File: src/logic/ptp_pkg.sv
// shared constants and types for the pulse-train push-pull pwm link
package ptp_pkg;
    localparam int SYNC_STAGES = 2;
    localparam logic [1:0] LIMIT_THRESHOLD_INPUT_W = 2'h3;
    // host soft-start / period defaults, in sys clock cycles
    localparam logic [15:0] PERIOD_CYC_RST = 16'h00c8;
    localparam logic [15:0] HIGH_CYC_RST = 16'h0000;
    localparam logic [3:0] LIMIT_CNT_RST = 4'h0;
    localparam logic [2:0] LIMIT_THRESHOLD_INPUT_RST = 3'h0;

    typedef enum logic [1:0] {
        PTP_WAIT_READY = 2'b00,
        PTP_WAIT_LOW = 2'b01,
        PTP_RUN = 2'b10
    } ptp_host_state_t;
endpackage

File: src/logic/ptp_link_if.sv
// link between the digital controller and the pwm control logic
`timescale 1ns/100ps
interface ptp_link_if;
    logic pulse_train;
    logic overcurrent_flag_out;
    logic [2:0] limit_threshold_input;

    modport device (
        input pulse_train,
        input limit_threshold_input,
        output overcurrent_flag_out
    );
    modport host (
        output pulse_train,
        output limit_threshold_input,
        input overcurrent_flag_out
    );
endinterface

File: src/logic/ptp_host.sv
// digital controller end: handshake, soft start and pulse generation
`timescale 1ns/100ps
module ptp_host (
    input wire logic sys_clk_in,
    input wire logic rst_n_in,
    ptp_link_if.host link,
    input wire logic init_done_in,
    input wire logic [15:0] period_cyc_in,
    input wire logic [15:0] max_high_cyc_in,
    input wire logic [2:0] limit_sel_in,
    input wire logic [3:0] limit_allow_in,
    output logic running_out,
    output logic shutdown_out,
    output logic limit_event_out
);
    ptp_pkg::ptp_host_state_t st_q, st_d;
    logic [1:0] flag_s_q;
    logic flag_last_q;
    logic [15:0] cnt_q, cnt_d, high_q, high_d;
    logic [3:0] lim_q, lim_d;
    logic pt_q, pt_d, off_q, off_d, ev_q, ev_d;
    logic [2:0] thr_q;
    logic flag, flag_rise;

    assign flag = flag_s_q[1];
    assign flag_rise = flag & ~flag_last_q;

    always_comb begin
        st_d = st_q;
        cnt_d = cnt_q;
        high_d = high_q;
        lim_d = lim_q;
        off_d = off_q;
        pt_d = 1'b0;
        ev_d = 1'b0;
        case (st_q)
            ptp_pkg::PTP_WAIT_READY: begin
                if (init_done_in) begin
                    st_d = ptp_pkg::PTP_WAIT_LOW;
                end
            end
            ptp_pkg::PTP_WAIT_LOW: begin
                if (!flag) begin
                    st_d = ptp_pkg::PTP_RUN;
                    cnt_d = 16'h0000;
                end
            end
            ptp_pkg::PTP_RUN: begin
                // fixed period, duty ramps one cycle per period
                if (cnt_q >= period_cyc_in - 16'h0001) begin
                    cnt_d = 16'h0000;
                    if (high_q < max_high_cyc_in) begin
                        high_d = high_q + 16'h0001;
                    end
                end else begin
                    cnt_d = cnt_q + 16'h0001;
                end
                // latch off once the allowed count is spent
                if (flag_rise) begin
                    ev_d = 1'b1;
                    if (lim_q >= limit_allow_in) begin
                        off_d = 1'b1;
                    end else begin
                        lim_d = lim_q + 4'h1;
                    end
                end
                pt_d = ~off_d & (cnt_d < high_d);
            end
            default: begin
                st_d = ptp_pkg::PTP_WAIT_READY;
            end
        endcase
    end

    always_ff @(posedge sys_clk_in or negedge rst_n_in) begin
        if (!rst_n_in) begin
            st_q <= ptp_pkg::PTP_WAIT_READY;
            flag_s_q <= 2'h3;
            flag_last_q <= 1'b1;
            cnt_q <= 16'h0000;
            high_q <= ptp_pkg::HIGH_CYC_RST;
            lim_q <= ptp_pkg::LIMIT_CNT_RST;
            off_q <= 1'b0;
            pt_q <= 1'b0;
            ev_q <= 1'b0;
            thr_q <= ptp_pkg::LIMIT_THRESHOLD_INPUT_RST;
        end else begin
            st_q <= st_d;
            flag_s_q <= {flag_s_q[0], link.overcurrent_flag_out};
            flag_last_q <= flag;
            cnt_q <= cnt_d;
            high_q <= high_d;
            lim_q <= lim_d;
            off_q <= off_d;
            pt_q <= pt_d;
            ev_q <= ev_d;
            thr_q <= limit_sel_in;
        end
    end

    assign link.pulse_train = pt_q;
    assign link.limit_threshold_input = thr_q;
    assign running_out = pt_q;
    assign shutdown_out = off_q;
    assign limit_event_out = ev_q;
endmodule // ptp_host

File: src/flat_wrapper.sv
// flat-port wrapper written by rule: the top's interface ports become plain ports
module ptp_host_flat 
  (sys_clk_in, rst_n_in, init_done_in, period_cyc_in, max_high_cyc_in, limit_sel_in, limit_allow_in, running_out, shutdown_out, limit_event_out, link_pulse_train, link_limit_threshold_input, link_overcurrent_flag_out);
  ptp_link_if link_i ();
  input wire logic sys_clk_in;
  input wire logic rst_n_in;
  input wire logic init_done_in;
  input wire logic [15:0] period_cyc_in;
  input wire logic [15:0] max_high_cyc_in;
  input wire logic [2:0] limit_sel_in;
  input wire logic [3:0] limit_allow_in;
  output logic running_out;
  output logic shutdown_out;
  output logic limit_event_out;
  output wire logic [$bits(link_i.pulse_train)-1:0] link_pulse_train;
  output wire logic [$bits(link_i.limit_threshold_input)-1:0] link_limit_threshold_input;
  input wire logic [$bits(link_i.overcurrent_flag_out)-1:0] link_overcurrent_flag_out;
  assign link_pulse_train = link_i.pulse_train;
  assign link_limit_threshold_input = link_i.limit_threshold_input;
  assign link_i.overcurrent_flag_out = link_overcurrent_flag_out;
  ptp_host u_core (.sys_clk_in(sys_clk_in), .rst_n_in(rst_n_in), .link(link_i), .init_done_in(init_done_in), .period_cyc_in(period_cyc_in), .max_high_cyc_in(max_high_cyc_in), .limit_sel_in(limit_sel_in), .limit_allow_in(limit_allow_in), .running_out(running_out), .shutdown_out(shutdown_out), .limit_event_out(limit_event_out));
endmodule
File: config.mk
export PLATFORM = sky130hd
export DESIGN_NAME = ptp_host_flat
export DESIGN_NICKNAME = d
export VERILOG_FILES = /design/src/logic/ptp_pkg.sv /design/src/logic/ptp_link_if.sv /design/src/logic/ptp_host.sv /design/src/flat_wrapper.sv
export SDC_FILE = /design/constraint.sdc
export NUM_CORES = 1
export LEC_CHECK = 0
export BUFFER_PORTS_ARGS = -buffer_cell sky130_fd_sc_hd__buf_4
export CAP_MARGIN = 30
export CORE_MARGIN = 4
export CORE_UTILIZATION = 39
export DETAILED_ROUTE_END_ITERATION = 16
export HOLD_SLACK_MARGIN = 0.12
export PLACE_DENSITY = 0.61
export SYNTH_ARGS = -nofsm -noshare
export SYNTH_HDL_FRONTEND = slang
export SYNTH_SLANG_ARGS = --single-unit
File: constraint.sdc
create_clock -name sys_clk_in -period 4.79 [get_ports sys_clk_in]
set_input_delay 0.2395 -clock sys_clk_in [delete_from_list [all_inputs] [get_ports sys_clk_in]]
set_output_delay 0.2395 -clock sys_clk_in [all_outputs]
set_load 0.01 [all_outputs]
# --- After elaboration in Yosys (flattened, before gate mapping) ---
# Index checks and enable logic that the tools add are counted.
op_classes:
  reduce_logical: 5
  n_eq_ne: 4
  mux: 16
  bitwise_logic: 6
  n_addsub: 4
  order_cmp: 4
op_table:
  columns: ["cell", "count"]
  rows:
  - ["$mux W16", 6]
  - ["$add A16 B1 Y16 const B", 2]
  - ["$lt A16 B16 Y1", 2]
  - ["$pmux W16 S2", 1]
  - ["$ge A16 B16 Y1", 1]
  - ["$sub A16 B1 Y16 const B", 1]
  - ["$mux W1", 6]
  - ["$pmux W2 S3", 1]
  - ["$reduce_and A3 Y1", 2]
  - ["$add A4 B1 Y4 const B", 1]
  - ["$ge A4 B4 Y1", 1]
  - ["$mux W2", 2]
  - ["$ne A2 B2 Y1 const B", 2]
  - ["$not A1 Y1", 4]
  - ["$and A1 B1 Y1", 2]
  - ["$eq A2 B1 Y1 const B", 1]
  - ["$eq A2 B2 Y1 const B", 1]
  - ["$logic_not A2 Y1", 1]
  - ["$reduce_and A2 Y1", 1]
  - ["$reduce_bool A2 Y1", 1]
totals:
  wordCells: 49
  inputBits: 43
  regBits: 47
  out_inout_bits: 7

# --- Logic depth before layout (Yosys ltp) ---
depth:
  word_depth: 7
  depth_mapped: 24
  mapped_depth_nobuf: 21

# --- Least setup slack after synthesis ---
# No wires, ideal clock.
synth_timing:
  path_kind: "input port to flip-flop"
  from: "in period_cyc_in[0]"
  to: "reg u_core.pt_q, in the netlist u_core.link.pulse_train"
  path_slack_ns: -0.016
  stages: 22
  path_buffers: 2
  t_arrival_ns: 4.713
  path_cell_list: "nor3_1 nor3b_1 nand2_1 or3_1 nor3_1 xnor2_1 ha_1 and4_1 nand2_1 a311o_1 and3_1 buf_6 buf_6 nor4_2 xnor2_1 ha_1 a21oi_1 nand2_1 a2111o_1 nor3_1 nor3_1 a211oi_1"
synth_between:
  elab_chain_cells: 7
synth_rtl:
  columns: ["item", "line_no", "source"]
  rows:
  - ["start: declaration", "flat_wrapper.sv:8", "input wire logic [15:0] period_cyc_in;"]
  - ["$sub A16 B1 Y16 (*)", "ptp_host.sv:50", "if (cnt_q >= period_cyc_in - 16'h0001) begin"]
  - ["$ge A16 B16 Y1 (*)", "ptp_host.sv:50", null]
  - ["$mux W16", "ptp_host.sv:50", null]
  - ["$mux W16", "ptp_host.sv:36", "case (st_q)"]
  - ["$lt A16 B16 Y1 (*)", "ptp_host.sv:67", "pt_d = ~off_d & (cnt_d < high_d);"]
  - ["$and A1 B1 Y1 (*)", "ptp_host.sv:67", null]
  - ["$mux W1 (*)", "ptp_host.sv:36", null]
  - ["named net u_core.pt_d", "ptp_host.sv:21", "logic pt_q, pt_d, off_q, off_d, ev_q, ev_d;"]
  - ["end signal: assignment", "ptp_host.sv:95", "pt_q <= pt_d;"]
  - ["end: declaration", "ptp_host.sv:21", null]
# Mark *: on every way through the listed nets, which the timed path passes. The rest lies on a longest branch. The select of a mux whose other input is x is not followed.
# A chain may end at the register's enable or synchronous reset.

# --- Worst setup path in the final report ---
# Same ends and word-level chain as after synthesis.

==> parameters.txt <==
Parameter                              Value

CTS
  Number of clock sinks ... between 40 and 50
  Setup fix buffers added after clock tree synthesis ... 0
  Clock insertion delay at the later pin of the skew report ... approximately 0.3 ns
  Root buffer cell ... sky130_fd_sc_hd__clkbuf_8
  Clock tree from TritonCTS ... done
  Deepest clock path buffer count ... 2
  Cts bufs inserted ... 5
  H-tree depth ... 2
  Clock transition at the registers of the reported paths ... roughly 0.09 ns

STA
  Highest achievable clock rate ... 223.6 MHz
  Worst rel slew slack ... 0.5590
  Worst clock skew on the final layout ... ~0.006 ns
  Hold Fails Final Rpt ... 0
  Final setup violation count ... 0
  Max Transition Viols Final ... 0
  Final Critical Period ... 4.473 ns
  RSZ-0062 raised after global routing ... false
  Hold Slack ... 0.1707 ns
  Period utilization ... 0.9339
  Worst Tran Pin Value ... approximately 0.66 ns

Critical path
  Count of cells along the worst register-to-register path ... 14
  Critical path start-end classification ... input pin to flop
  Category of the worst setup path launch point ... input pin
  Arrival time reported for the critical path endpoint ... ~4.7 ns
  Worst Setup End Kind ... flop
  Largest fanout of any net on the critical path ... 5
  CP Data Required Time ... 5.01 ns

Yosys
  Most area-hungry cell type in the Yosys netlist ... sky130_fd_sc_hd__dfrtp_1
  Async set-reset flop share out of synthesis ... 1.000
  Number of warnings printed during yosys synthesis ... 0
  Cell types occupying the most area after synthesis ... sky130_fd_sc_hd__dfrtp_1, sky130_fd_sc_hd__ha_1, sky130_fd_sc_hd__xnor2_1
  EDFF count, synth ... 0
  Netlist cell types ... approximately 50
  Most used flip-flop cell after synthesis ... sky130_fd_sc_hd__dfrtp_1
  Share of Yosys cell area claimed by the top area cell type ... 0.2571
  Avg Cell Area, Syn ... between 9 and 10 um2
  Post-Synthesis Cells ... 475
  Mapped Nets ... about 570
  Sequential element share of the synthesized area ... 0.2755
  Netlist area before placement ... ~0.0043 mm2
  Flip-flop and latch count after synthesis ... 47

Power
  Relative contribution of combinational cells to total power ... 0.430
  Internal power component ... about 0.91 mW
  Sequential cell fraction of total power ... 0.359
  Switching share of power ... 0.3835
  PnR Total Power ... roughly 1.5 mW
  Power per standard cell area ... about 290 mW/mm2
  Clock network power share ... 0.211
  Switching pwr ... 0.5636 mW
  Worst vdd rail ir drop ... 0.2702 mV
  Lkg Pwr ... roughly 2.3 nW

Route
  Count of unresolved DRC violations after routing ... 0
  Via density ... ~5.5
  Routed WL ... about 10 mm
  DRC violation total after the first TritonRoute iteration ... 178
  Routed WL per cell ... around 15 um
  Via count of the routed design ... between 3000 and 4000
  DR pass1 iterations ... 4
  Remaining number of nets flagged by the antenna check after routing ... 0

Layout
  Fill cells ... roughly 970
  Seq. cell area ... around 0.0012 mm2
  Share of cells above drive strength 1 ... 0.2105
  Area added between synthesis and finish ... 18.58%
  Total number of nets in the final design ... approximately 630
  Area occupied by multi-input gates ... 0.002922 mm2
  Antenna Cells ... 0

Placement
  Number of I/O port buffers ... 49
  Placer congestion estimate ... around 0.9
  Placed wire-length estimate ... around 7.6 mm

Worst hold path
  Cell depth of the worst min-delay path ... 3
  Hold crit path type ... input pin to flop

Die
  Number of placement rows ... 37
  Die Y ... approximately 110 um
  Area of the core ... approximately 0.011 mm2
  Area of the die ... 0.01272 mm2
  Horiz. Die Dim ... around 110 um
  IO Pins ... 50
  Initial Util ... 0.4075

GRT
  Via count of the first global-routing pass ... between 3000 and 4000
  Initial antenna violation count ... 0
  Global-route usage over all layers ... 0.1590
  Pin count of the biggest net entering global routing ... 48
  Wire length of the first global-routing pass ... ~17 mm
  GR Overflow Total ... 0

Outcome
  Status ... finished, final reports clean

Run
  Max_cap viols ... 0
synth_stat cells, types with 3 or more instances:
| cell | instances |
|---|---|
| sky130_fd_sc_hd__nand4_1 | 10 |
| sky130_fd_sc_hd__and2_1 | 3 |
| sky130_fd_sc_hd__nor3_1 | 21 |
| sky130_fd_sc_hd__and3_1 | 8 |
| sky130_fd_sc_hd__a21o_1 | 3 |
| sky130_fd_sc_hd__clkbuf_1 | 9 |
| sky130_fd_sc_hd__buf_2 | 5 |
| sky130_fd_sc_hd__and4_1 | 7 |
| sky130_fd_sc_hd__a31oi_1 | 22 |
| sky130_fd_sc_hd__o31a_1 | 5 |
| sky130_fd_sc_hd__nor4_1 | 3 |
| sky130_fd_sc_hd__nand2_1 | 24 |
| sky130_fd_sc_hd__nor4b_2 | 4 |
| sky130_fd_sc_hd__a21oi_1 | 14 |
| sky130_fd_sc_hd__nand2b_1 | 5 |
| sky130_fd_sc_hd__o21a_1 | 4 |
| sky130_fd_sc_hd__ha_1 | 54 |
| sky130_fd_sc_hd__inv_1 | 32 |
| sky130_fd_sc_hd__nor2b_1 | 3 |
| sky130_fd_sc_hd__dfstp_2 | 3 |
| sky130_fd_sc_hd__a211oi_1 | 6 |
| sky130_fd_sc_hd__or3_1 | 8 |
| sky130_fd_sc_hd__buf_6 | 5 |
| sky130_fd_sc_hd__dfrtp_1 | 44 |
| sky130_fd_sc_hd__o21ai_0 | 10 |
| sky130_fd_sc_hd__nand3_1 | 30 |
| sky130_fd_sc_hd__nor2_1 | 32 |
| sky130_fd_sc_hd__xor2_1 | 18 |
| sky130_fd_sc_hd__xnor2_1 | 41 |
| sky130_fd_sc_hd__nor4_2 | 14 |
worst max-delay path, cell delays in order:
cell and delay [ns]:
sky130_fd_sc_hd__buf_4 0.12, sky130_fd_sc_hd__inv_1 0.07, sky130_fd_sc_hd__ha_1 0.18, sky130_fd_sc_hd__nand2_1 0.09, sky130_fd_sc_hd__or2_2 0.29, sky130_fd_sc_hd__nand2b_1 0.22, sky130_fd_sc_hd__nor2_1 0.17, sky130_fd_sc_hd__xnor2_1 0.09
sky130_fd_sc_hd__ha_1 0.31, sky130_fd_sc_hd__and4_1 0.24, sky130_fd_sc_hd__nand2_1 0.07, sky130_fd_sc_hd__a311o_1 0.37, sky130_fd_sc_hd__and3_4 0.23, sky130_fd_sc_hd__nor4_4 0.30, sky130_fd_sc_hd__xnor2_1 0.10, sky130_fd_sc_hd__ha_1 0.34
sky130_fd_sc_hd__a21oi_1 0.16, sky130_fd_sc_hd__nand2_1 0.07, sky130_fd_sc_hd__a2111o_1 0.46, sky130_fd_sc_hd__nor4_2 0.30, sky130_fd_sc_hd__a21oi_1 0.10, sky130_fd_sc_hd__a211oi_1 0.17
cell type report:
class	instances	area share
timing repair buffer	71	0.1121
multi-input combinational	374	0.5753
clock buffer	6	0.01626
tap	136	0.03351
sequential	47	0.2323
clock inverter	2	0.006898
inverter	32	0.02365
final timing paths:
path / start / end / slack [ns]
worst min register to register: u_core.flag_s_q[0] / u_core.flag_s_q[1] / 0.36
max in group asynchronous: rst_n_in / u_core.high_q[11] / 3.88
min in group asynchronous: rst_n_in / u_core.cnt_q[13] / 0.49
worst min-delay path: init_done_in / u_core.st_q[0] / 0.17
worst max register to register: u_core.cnt_q[11] / u_core.link.pulse_train / 0.99
worst max-delay path: period_cyc_in[0] / u_core.link.pulse_train / 0.32
power groups by stage:
stage / Clock [mW] / Sequential (mW) / Combinational (mW)
after CTS: 0.317 / 0.526 / 0.619
after floorplan: 0 / 0.521 / 0.431
after global routing: 0.332 / 0.538 / 0.710
final: 0.310 / 0.527 / 0.632
after detailed placement: 0 / 0.533 / 0.611
after global placement: 0 / 0.533 / 0.593
placed cells by master (no fill, tap or decap), types with 3 or more instances in the layout:
| master | instances |
|---|---|
| sky130_fd_sc_hd__a211oi_1 | 5 |
| sky130_fd_sc_hd__a21o_1 | 3 |
| sky130_fd_sc_hd__a21oi_1 | 14 |
| sky130_fd_sc_hd__a31oi_1 | 22 |
| sky130_fd_sc_hd__and2_1 | 3 |
| sky130_fd_sc_hd__and3_1 | 7 |
| sky130_fd_sc_hd__and4_1 | 7 |
| sky130_fd_sc_hd__buf_4 | 63 |
| sky130_fd_sc_hd__clkbuf_8 | 6 |
| sky130_fd_sc_hd__dfrtp_1 | 44 |
| sky130_fd_sc_hd__dfstp_2 | 3 |
| sky130_fd_sc_hd__dlygate4sd3_1 | 5 |
| sky130_fd_sc_hd__ha_1 | 54 |
| sky130_fd_sc_hd__inv_1 | 32 |
| sky130_fd_sc_hd__nand2_1 | 24 |
| sky130_fd_sc_hd__nand2b_1 | 5 |
| sky130_fd_sc_hd__nand3_1 | 30 |
| sky130_fd_sc_hd__nand4_1 | 10 |
| sky130_fd_sc_hd__nor2_1 | 32 |
| sky130_fd_sc_hd__nor2b_1 | 3 |
| sky130_fd_sc_hd__nor3_1 | 18 |
| sky130_fd_sc_hd__nor3_2 | 5 |
| sky130_fd_sc_hd__nor4_2 | 13 |
| sky130_fd_sc_hd__nor4_4 | 4 |
| sky130_fd_sc_hd__nor4b_2 | 4 |
| sky130_fd_sc_hd__o21a_1 | 4 |
| sky130_fd_sc_hd__o21ai_0 | 10 |
| sky130_fd_sc_hd__o31a_1 | 5 |
| sky130_fd_sc_hd__or3_1 | 8 |
| sky130_fd_sc_hd__xnor2_1 | 41 |
| sky130_fd_sc_hd__xor2_1 | 18 |
cell families after synthesis:
family	Yosys count	share of synthesized area
AND/OR/NAND/NOR	180	0.2588
AO/OA/AOI/OAI	77	0.1189
XOR/XNOR	59	0.1207
buffers and inverters	54	0.05843
adder cells (fa/ha/maj)	54	0.1578
flip-flops	47	0.2755
multiplexers	4	0.009933
metrics by stage:
step	std cells	utilization	cell area (um2)	setup TNS, ns	setup WS (ns)
detailed placement	654	0.4599	4833	-0.2089	-0.2089
CTS	667	0.4759	5001	0	0.1016
finish	668	0.4833	5079	0	0.3168
global placement	654	0.4599	4833	0	0.03762
floorplan	475	-	4288	0	0.07539
global route	668	0.4833	5079	0	0.03483
metal layers:
metal,global-route usage,vias to the layer above,part of all wire
met5,0,-,0
met4,0.02804,0,0.0063
met3,0.02139,7,0.032
met2,0.2709,56,0.50
met1,0.2181,1790,0.47
li1,-,1847,-
sequential cells by signal (all words and copies together) (netlist names):
| register | cells |
|---|---|
| u_core.shutdown_out | 1 |
| u_core.st_q | 2 |
| u_core.limit_event_out | 1 |
| u_core.flag_last_q | 1 |
| u_core.cnt_q | 16 |
| u_core.flag_s_q | 2 |
| u_core.link.pulse_train | 1 |
| u_core.high_q | 16 |
| u_core.lim_q | 4 |
| u_core.link.limit_threshold_input | 3 |
repair_timing:
action / 4_1_cts / 5_1_grt
gates resized for setup: 0 / 11
endpoints found under the hold margin: 48 / 0
hold buffers: 5 / 0
setup endpoints to repair: 0 / 1
Power figures use the tool's default switching activity.
